## src/mtg_pkg.sv

```systemverilog
// mtg_pkg: register offsets, field positions, reset values and timing
// constants for the multimedia timer and gpio direction block.
// assumes: shared by every design file of the block; no logic here.
package mtg_pkg;

  // ==========================================================
  // widths
  // ==========================================================
  localparam int COUNT_W   = 20;   // timer counter width
  localparam int BYTE_W    = 8;    // every register is one byte
  localparam int IO_ADDR_W = 3;    // i/o window offset width
  localparam int CFG_ADDR_W = 8;   // config space offset width
  localparam int GPIO_N    = 8;    // general purpose pins

  // ==========================================================
  // register offsets
  // ==========================================================
  localparam logic [CFG_ADDR_W-1:0] CFG_TIMER_OFS = 8'h64; // config byte
  localparam logic [IO_ADDR_W-1:0]  IO_STATUS_OFS = 3'h0;  // status byte
  localparam logic [IO_ADDR_W-1:0]  IO_CNT_LO_OFS = 3'h1;  // count low
  localparam logic [IO_ADDR_W-1:0]  IO_CNT_MI_OFS = 3'h2;  // count mid
  localparam logic [IO_ADDR_W-1:0]  IO_CNT_HI_OFS = 3'h3;  // count high
  localparam logic [IO_ADDR_W-1:0]  IO_DIR_OFS    = 3'h4;  // pin direction

  // ==========================================================
  // field positions and masks
  // ==========================================================
  localparam int CFG_FAST_BIT    = 2;  // fast_clock_select
  localparam int CFG_HOLD_BIT    = 1;  // timer_hold_reset
  localparam int ST_PRELOAD_BIT  = 3;  // preload_indicator
  localparam int ST_RUN_BIT      = 2;  // run_control
  localparam int ST_FLAG_BIT     = 1;  // zero_count_flag
  localparam int ST_IEN_BIT      = 0;  // irq_enable
  localparam logic [BYTE_W-1:0] CFG_RW_MASK = 8'h06; // writable cfg bits
  localparam logic [BYTE_W-1:0] ST_CTL_MASK = 8'h0D; // plain rw status
  localparam logic [BYTE_W-1:0] HI_RW_MASK  = 8'h0F; // high count nibble

  // ==========================================================
  // reset values
  // ==========================================================
  localparam logic [BYTE_W-1:0] RST_BYTE = 8'h00; // all registers

  // ==========================================================
  // timing
  // ==========================================================
  localparam int CLK_PERIOD_NS = 10;   // core_clk at 100 MHz
  localparam int TIME_BASE_NS  = 570;  // slow timer base period
  localparam int TICK_CYCLES   = (TIME_BASE_NS + CLK_PERIOD_NS - 1)
                                 / CLK_PERIOD_NS;

endpackage

```

## src/mtg_count_if.sv

```systemverilog
// mtg_count_if: bundle between the register front end and the counter
// assumes: one clock domain, driven by mtg_timer and mtg_counter.
`timescale 1ns/10ps
interface mtg_count_if
  import mtg_pkg::*;
();
  logic               clear;      // timer held in reset
  logic               tick;       // one-cycle count enable
  logic               run;        // counting allowed
  logic               load;       // load preload value now
  logic [COUNT_W-1:0] load_value; // preload value
  logic [COUNT_W-1:0] count;      // live counter value
  logic               wrap;       // pulse: counter rolled to zero

  modport ctrl (output clear, tick, run, load, load_value,
                input  count, wrap);
  modport core (input  clear, tick, run, load, load_value,
                output count, wrap);
endinterface

```

## src/mtg_time_base.sv

```systemverilog
// mtg_time_base: divides core_clk down to the slow timer base pulse
// assumes: clear is the timer reset; fast bypasses the divider.
`timescale 1ns/10ps
module mtg_time_base
  import mtg_pkg::*;
#(
  parameter int DIV = TICK_CYCLES   // core cycles per base period
) (
  input  wire logic core_clk,
  input  wire logic clear,          // timer reset, synchronous
  input  wire logic fast,           // use core clock directly
  output      logic tick            // one-cycle base pulse
);
  localparam int W = $clog2(DIV + 1);
  localparam logic [W-1:0] LAST = W'(DIV - 1);

  logic [W-1:0] div_reg;            // cycle counter
  logic [W-1:0] div_next;
  wire          at_last = (div_reg == LAST);

  assign div_next = (clear || at_last) ? '0 : div_reg + W'(1);
  // fast mode ticks every core cycle, else once per base period
  assign tick     = !clear && (fast || at_last);

  // ==========================================================
  // divider counter
  // ==========================================================
  always_ff @(posedge core_clk) begin
    div_reg <= div_next;
  end
endmodule

```

## src/mtg_counter.sv

```systemverilog
// mtg_counter: 20-bit up counter with load, stop and wrap detection
// assumes: all controls come through mtg_count_if from mtg_timer.
`timescale 1ns/10ps
module mtg_counter
  import mtg_pkg::*;
(
  input  wire logic  core_clk,
  mtg_count_if.core  cif
);
  logic [COUNT_W-1:0] count_reg;   // live count
  logic [COUNT_W-1:0] count_next;
  wire                step = cif.tick && cif.run && !cif.load;
  wire                at_max = (count_reg == {COUNT_W{1'b1}});

  // hold in reset first, then load, then step on base ticks
  assign count_next = cif.clear ? '0 :
                      cif.load  ? cif.load_value :
                      step      ? count_reg + COUNT_W'(1) :
                      count_reg;
  assign cif.count  = count_reg;
  // roll to zero is the zero-count event; counting carries on
  assign cif.wrap   = !cif.clear && step && at_max;

  // ==========================================================
  // counter register
  // ==========================================================
  always_ff @(posedge core_clk) begin
    count_reg <= count_next;
  end
endmodule

```

## src/mtg_timer.sv

```systemverilog
// mtg_timer: multimedia timer with gpio direction register.
// holds the config byte (config space) and the i/o window bytes.
// assumes: the pci target decodes the two spaces and hands over single
// byte accesses as one-cycle read or write strobes on core_clk.
`timescale 1ns/10ps

// Functional notes
// - fast select counts on core clock
// - hold-reset bit keeps timer in reset
// - system reset also resets the timer
// - reserved bits always read zero
// - preload set: start from count registers
// - preload clear: start from zero/held value
// - run set: count from next base edge
// - run clear: counter stops, holds value
// - counter reaching zero sets interrupt flag
// - counter keeps running after the flag
// - writing one clears flag, zero ignored
// - interrupt request only while enabled
// - top four count bits at 03h
// - middle count byte at 02h
// - low count byte at 01h
// - direction bit zero output, one input
// - each pin controlled independently
// - counter is twenty bits wide
// - all registers accessed one byte each
// - config byte in config, rest in i/o
module mtg_timer
  import mtg_pkg::*;
#(
  parameter int TICK_DIV = TICK_CYCLES      // base period in cycles
) (
  input  wire logic                  core_clk,
  input  wire logic                  reset_n,
  // config space byte access
  input  wire logic                  cfg_wr,
  input  wire logic                  cfg_rd,
  input  wire logic [CFG_ADDR_W-1:0] cfg_addr,
  input  wire logic [BYTE_W-1:0]     cfg_wdata,
  output      logic [BYTE_W-1:0]     cfg_rdata,
  // i/o window byte access
  input  wire logic                  io_wr,
  input  wire logic                  io_rd,
  input  wire logic [IO_ADDR_W-1:0]  io_addr,
  input  wire logic [BYTE_W-1:0]     io_wdata,
  output      logic [BYTE_W-1:0]     io_rdata,
  // timer interrupt and gpio direction
  output      logic                  timer_irq,
  output      logic [GPIO_N-1:0]     pin_direction_bits,
  output      logic [GPIO_N-1:0]     gpio_out_en
);

  // ==========================================================
  // registers
  // ==========================================================
  logic [BYTE_W-1:0] cfg_reg;        // timer_config_byte
  logic [BYTE_W-1:0] cfg_next;
  logic [BYTE_W-1:0] ctl_reg;        // status control bits
  logic [BYTE_W-1:0] ctl_next;
  logic              flag_reg;       // zero_count_flag
  logic              flag_next;
  logic [BYTE_W-1:0] pre_lo_reg;     // preload low byte
  logic [BYTE_W-1:0] pre_lo_next;
  logic [BYTE_W-1:0] pre_mi_reg;     // preload mid byte
  logic [BYTE_W-1:0] pre_mi_next;
  logic [BYTE_W-1:0] pre_hi_reg;     // preload high nibble
  logic [BYTE_W-1:0] pre_hi_next;
  logic [BYTE_W-1:0] dir_reg;        // pin_direction_byte
  logic [BYTE_W-1:0] dir_next;
  logic [BYTE_W-1:0] cfg_rdata_reg;  // config read data
  logic [BYTE_W-1:0] cfg_rdata_next;
  logic [BYTE_W-1:0] io_rdata_reg;   // i/o read data
  logic [BYTE_W-1:0] io_rdata_next;

  mtg_count_if cif ();               // counter bundle

  // ==========================================================
  // address decode
  // ==========================================================
  wire cfg_hit    = (cfg_addr == CFG_TIMER_OFS);
  wire cfg_wr_hit = cfg_wr && cfg_hit;
  wire io_st_hit  = (io_addr == IO_STATUS_OFS);
  wire io_lo_hit  = (io_addr == IO_CNT_LO_OFS);
  wire io_mi_hit  = (io_addr == IO_CNT_MI_OFS);
  wire io_hi_hit  = (io_addr == IO_CNT_HI_OFS);
  wire io_dir_hit = (io_addr == IO_DIR_OFS);
  wire st_wr      = io_wr && io_st_hit;
  wire lo_wr      = io_wr && io_lo_hit;
  wire mi_wr      = io_wr && io_mi_hit;
  wire hi_wr      = io_wr && io_hi_hit;
  wire dir_wr     = io_wr && io_dir_hit;

  // ==========================================================
  // control decode
  // ==========================================================
  wire fast_sel   = cfg_reg[CFG_FAST_BIT];
  // system reset or the hold bit both keep the timer in reset
  wire timer_rst  = !reset_n || cfg_reg[CFG_HOLD_BIT];
  wire run_now    = ctl_reg[ST_RUN_BIT];
  wire run_wr_val = io_wdata[ST_RUN_BIT];
  wire pre_wr_val = io_wdata[ST_PRELOAD_BIT];
  // a start is a status write that turns run on from off
  wire start      = st_wr && run_wr_val && !run_now;
  // preload only on a start with the indicator set; otherwise the
  // counter keeps what it held (zero after a timer reset)
  wire do_load    = start && pre_wr_val;
  wire flag_clr   = st_wr && io_wdata[ST_FLAG_BIT];

  // ==========================================================
  // next-state values
  // ==========================================================
  // reserved config bits are never stored, so they read zero
  assign cfg_next    = !reset_n ? RST_BYTE :
                       cfg_wr_hit ? (cfg_wdata & CFG_RW_MASK) :
                       cfg_reg;
  assign ctl_next    = !reset_n ? RST_BYTE :
                       st_wr ? (io_wdata & ST_CTL_MASK) :
                       ctl_reg;
  // set wins over a clear landing in the same cycle
  assign flag_next   = timer_rst ? 1'b0 :
                       cif.wrap  ? 1'b1 :
                       flag_clr  ? 1'b0 :
                       flag_reg;
  // count writes only touch the preload bytes, never status
  assign pre_lo_next = !reset_n ? RST_BYTE :
                       lo_wr ? io_wdata : pre_lo_reg;
  assign pre_mi_next = !reset_n ? RST_BYTE :
                       mi_wr ? io_wdata : pre_mi_reg;
  assign pre_hi_next = !reset_n ? RST_BYTE :
                       hi_wr ? (io_wdata & HI_RW_MASK) :
                       pre_hi_reg;
  assign dir_next    = !reset_n ? RST_BYTE :
                       dir_wr ? io_wdata : dir_reg;

  // ==========================================================
  // read data mux; live count is split across three bytes
  // ==========================================================
  wire [BYTE_W-1:0] st_view  = ctl_reg |
                               (BYTE_W'(flag_reg) << ST_FLAG_BIT);
  wire [BYTE_W-1:0] cnt_lo_v = cif.count[7:0];
  wire [BYTE_W-1:0] cnt_mi_v = cif.count[15:8];
  wire [BYTE_W-1:0] cnt_hi_v = {4'h0, cif.count[19:16]};
  // unmapped window offsets read as zero
  wire [BYTE_W-1:0] io_view  = io_st_hit  ? st_view  :
                               io_lo_hit  ? cnt_lo_v :
                               io_mi_hit  ? cnt_mi_v :
                               io_hi_hit  ? cnt_hi_v :
                               io_dir_hit ? dir_reg  : RST_BYTE;
  // the three count bytes are sampled on separate accesses, so a
  // carry may land between them; reading low first limits the skew
  assign io_rdata_next  = !reset_n ? RST_BYTE :
                          io_rd ? io_view : io_rdata_reg;
  assign cfg_rdata_next = !reset_n ? RST_BYTE :
                          cfg_rd ? (cfg_hit ? cfg_reg : RST_BYTE) :
                          cfg_rdata_reg;

  // ==========================================================
  // counter hookup
  // ==========================================================
  assign cif.clear      = timer_rst;
  assign cif.run        = run_now;
  assign cif.load       = do_load;
  assign cif.load_value = {pre_hi_reg[3:0], pre_mi_reg, pre_lo_reg};

  mtg_time_base #(
    .DIV      (TICK_DIV)
  ) u_base (
    .core_clk (core_clk),
    .clear    (timer_rst),
    .fast     (fast_sel),
    .tick     (cif.tick)
  );

  mtg_counter u_counter (
    .core_clk (core_clk),
    .cif      (cif.core)
  );

  // ==========================================================
  // register update; reset handled in the next-value terms
  // ==========================================================
  always_ff @(posedge core_clk) begin
    cfg_reg       <= cfg_next;
    ctl_reg       <= ctl_next;
    flag_reg      <= flag_next;
    pre_lo_reg    <= pre_lo_next;
    pre_mi_reg    <= pre_mi_next;
    pre_hi_reg    <= pre_hi_next;
    dir_reg       <= dir_next;
    io_rdata_reg  <= io_rdata_next;
    cfg_rdata_reg <= cfg_rdata_next;
  end

  // ==========================================================
  // outputs
  // ==========================================================
  assign cfg_rdata          = cfg_rdata_reg;
  assign io_rdata           = io_rdata_reg;
  // request only while the enable bit is set
  assign timer_irq          = flag_reg && ctl_reg[ST_IEN_BIT];
  assign pin_direction_bits = dir_reg;

  // one enable per pin; a zero direction bit drives the pin
  genvar gi;
  generate
    for (gi = 0; gi < GPIO_N; gi++) begin : g_pin
      assign gpio_out_en[gi] = !dir_reg[gi];
    end
  endgenerate

  // ==========================================================
  // slow base tracker, read only by the checks below
  // ==========================================================
  localparam int GAP_W = $clog2(TICK_DIV + 1);
  localparam logic [GAP_W-1:0] GAP_LAST = GAP_W'(TICK_DIV - 1);

  logic [GAP_W-1:0] gap_reg;         // cycles since last tick
  logic [GAP_W-1:0] gap_next;
  logic             slow_seq_reg;    // last tick was a slow one
  logic             slow_seq_next;

  // a tick or a timer reset restarts the gap count
  assign gap_next      = (timer_rst || cif.tick) ? '0 :
                         gap_reg + GAP_W'(1);
  // fast mode or a timer reset breaks the slow tick chain, so the
  // first slow tick after either is not measured
  assign slow_seq_next = !timer_rst && !fast_sel &&
                         (slow_seq_reg || cif.tick);

  // helper registers, no effect on the timer itself
  always_ff @(posedge core_clk) begin
    gap_reg      <= gap_next;
    slow_seq_reg <= slow_seq_next;
  end
endmodule

```

## config.mk

```make
export PLATFORM = sky130hd
export DESIGN_NAME = mtg_timer
export DESIGN_NICKNAME = d
export VERILOG_FILES = /design/src/mtg_pkg.sv /design/src/mtg_count_if.sv /design/src/mtg_time_base.sv /design/src/mtg_counter.sv /design/src/mtg_timer.sv
export SDC_FILE = /design/constraint.sdc
export NUM_CORES = 1
export LEC_CHECK = 0
export ABC_CLOCK_PERIOD_IN_PS = 2620
export BUFFER_PORTS_ARGS = -buffer_cell sky130_fd_sc_hd__clkbuf_2
export CAP_MARGIN = 40
export CORE_MARGIN = 5
export CORE_UTILIZATION = 33
export CTS_BUF_LIST = sky130_fd_sc_hd__clkbuf_16
export DETAILED_ROUTE_END_ITERATION = 7
export PLACE_DENSITY_LB_ADDON = 0.3
export SLEW_MARGIN = 30
export SYNTH_ARGS = -nofsm -noshare
export SYNTH_HDL_FRONTEND = slang
export SYNTH_SLANG_ARGS = --single-unit
```

## constraint.sdc

```tcl
create_clock -name core_clk -period 2.62 [get_ports core_clk]
set_clock_uncertainty 0.1 [all_clocks]
set_input_delay 0.262 -clock core_clk [delete_from_list [all_inputs] [get_ports core_clk]]
set_output_delay 0.262 -clock core_clk [all_outputs]
set_load 0.1 [all_outputs]
```

==> results.toml <==
[outcome]
outcome = "finished, final reports clean"

[drt]
ant_nets = 0
drt_iter0_drc = 167
firstDrtPassIters = 5
routed_wl_um = 9810
drc_errors = 0
num_vias = 3140
vias_per_cell = 5.14
wl_per_cell_um = 16.1

[final_layout]
final_area_um2 = 4200
drive_above_1_share = 0.189
final_nets = 505
largest_reg_flops = 20
num-fill-cells = 1110
antenna_cells = 0
areaGrowthSynthToFinish_pct = 18.2
fin_cells = 611

[critical_path]
crit_buf_inv = 1
worst-setup-path-type = "reg -> reg"
cp-end-kind = "register"
worstPathCellList = "inv_1 -> ha_1 -> nand4b_1 -> o21ai_1 -> nand3_1 -> or3_1 -> a21oi_1"
crit_family = "simple AND/OR/NAND/NOR gates"
cp_slowest_cell = "o21ai_1"
cp_max_fo = 5
start_kind = "register"
critPathMaxStageDelay_ns = 0.47
critPathRequiredTime_ns = 2.79
critical_path_arrival_ns = 2.34

[clock_tree]
path_clk_slew_ns = 0.05
hold_buffers = 0
numCtsBuffers = 9
cts.sinks = 70
cts-htree-levels = 3
clockBufferDepth = 2
root_buffer = "clkbuf_16"
cts.repair.resized = 0
cts_tree = "done"
post_cts_buffers = 0
clock_latency_ns = 0.34

[placed_design]
placed_area_um2 = 3940
io_buffer_count = 53
place_inst = 598
dp_hpwl_um = 7160
gp_congestion = 0.843

[die]
die_w_um = 114
num_rows = 38
die_area_um2 = 13000
ios = 66
coreArea_um2 = 10700
die_y_um = 114
start_util = 0.332

[sta]
slew_headroom = 0.618
slew_violations = 0
timing.final.crit_share = 0.830
tightestPinTransition_ns = 0.572
hold_ws_ns = 0.0695
fmax_ghz = 0.460
tns_ns = 0
period_needed_ns = 2.17
rsz0062_at_grt = "false"
hold_viol_final = 0
setup_viol = 0

[flow_run]
max_cap_violations = 0

[synth]
ys_seq_area_frac = 0.394
synth-edff-count = 0
synthDistinctLibCells = 54
synth_seq_cells = 70
async_flop_share = 0
syn_inst = 417
yosys_warnings = 0
synth_area_um2 = 3560
synth_area_leaders = "dfxtp_1, nand2_1, mux2i_1"
synth_top_area_share = 0.394
yosys.area.top_type = "dfxtp_1"
ys.flop_type = "dfxtp_1"
syn_avg_cell_area_um2 = 8.53

[hold_path]
min_path_type = "in -> reg"

[grt]
antenna_found_initial = 0
grt_max_degree = 33
grt-ovfl-total = 0
grt_pass1_wl_um = 16300
grt_pass1_vias = 3185
grt_use_total = 0.159

[power_and_ir_drop]
p_leak_uw = 0.00156
total_power_uw = 2520
ir_drop_mv = 0.374
cellPowerDensity_nw_per_um2 = 598
## cell type report
class / count / area (um^2) / share of cell area
repair buffers: 64 / 348 / 0.0827
well taps: 140 / 175 / 0.0417
multi-input cells: 307 / 1950 / 0.463
inverters: 17 / 63.8 / 0.0152
flip-flops and latches: 70 / 1400 / 0.333
clock buffers: 9 / 225 / 0.0536
clock inverters: 4 / 42.5 / 0.0101
## logic make-up (layout without fill, tap and decap cells)
logic type,Yosys count,count (layout),share of synthesized area
and+or+nand+nor,165,165,0.249
AOI/OAI and AO/OA,106,106,0.205
DFF,70,70,0.394
buffers and inverters,45,94,0.0633
muxes,23,23,0.0672
xor gates and xnor gates,4,4,0.00985
adders and majority gates,3,3,0.0106
other,1,6,0.00105
## report_power, final
part / total (uW) / internal [uW] / leakage [uW] / switching (uW)
combinational: 268 / 63.5 / 0.000854 / 205
sequential: 1100 / 1090 / 0.000567 / 15.2
clock: 1150 / 711 / 0.000136 / 435
## worst min-delay path, delay by kind of cell
kind | cells | cell delay, ns
and+or+nand+nor | 1 | 0.05
buffers and inverters | 1 | 0.08
AOI/OAI and AO/OA | 1 | 0.06
## per-stage QoR
stage | setup WS (ns) | utilization
after floorplan | 0.604 | -
after global placement | 0.545 | 0.368
after detailed placement | 0.508 | 0.368
after CTS | 0.494 | 0.393
after global routing | 0.255 | 0.393
final | 0.445 | 0.393
## Yosys cell counts (4+ instances only)
cell type,n
nor2_1,15
nand3_1,15
nor2b_1,18
a32oi_1,4
nand4b_1,5
a21oi_1,22
inv_1,17
mux2_2,7
a21boi_0,20
or3_1,5
o21ai_0,12
nand2_1,67
a22oi_1,11
mux2i_1,16
clkbuf_1,11
o211a_1,5
dfxtp_1,70
and3_1,7
nand4_1,5
buf_4,9
buf_2,6
a31oi_1,9
o211ai_1,9
## routing by layer
| metal | wire length (um) | global-route usage | vias to the layer above |
|---|---|---|---|
| li1 | - | - | 1574 |
| met1 | 4540 | 0.202 | 1485 |
| met2 | 4720 | 0.269 | 68 |
| met3 | 320 | 0.0149 | 13 |
| met4 | 235 | 0.0823 | 0 |
| met5 | 0 | 0 | - |
## final timing paths
check	from	end	slack, ns	cells after the start
setup / recovery	u_base.div_reg[0]	flag_reg	0.45	7
setup reg to reg	u_base.div_reg[0]	flag_reg	0.45	7
hold reg to reg	pre_mi_reg[1]	u_counter.cif.count[9]	0.35	2
hold / removal	cfg_wdata[2]	cfg_reg[2]	0.07	3
## layout by cell type (no fill, tap or decap), types with 6 or more instances in the layout
master	instances
a31oi_1	9
a22oi_1	11
mux2i_1	16
nor2_1	15
conb_1	6
clkbuf_2	53
nand2_1	67
mux2_2	7
a21oi_1	22
a21boi_0	20
nor2b_1	18
clkbuf_16	9
inv_1	18
buf_4	11
nand3_1	15
o21ai_0	12
o211ai_1	9
and3_1	7
dfxtp_1	70
Power figures use the tool's default switching activity.
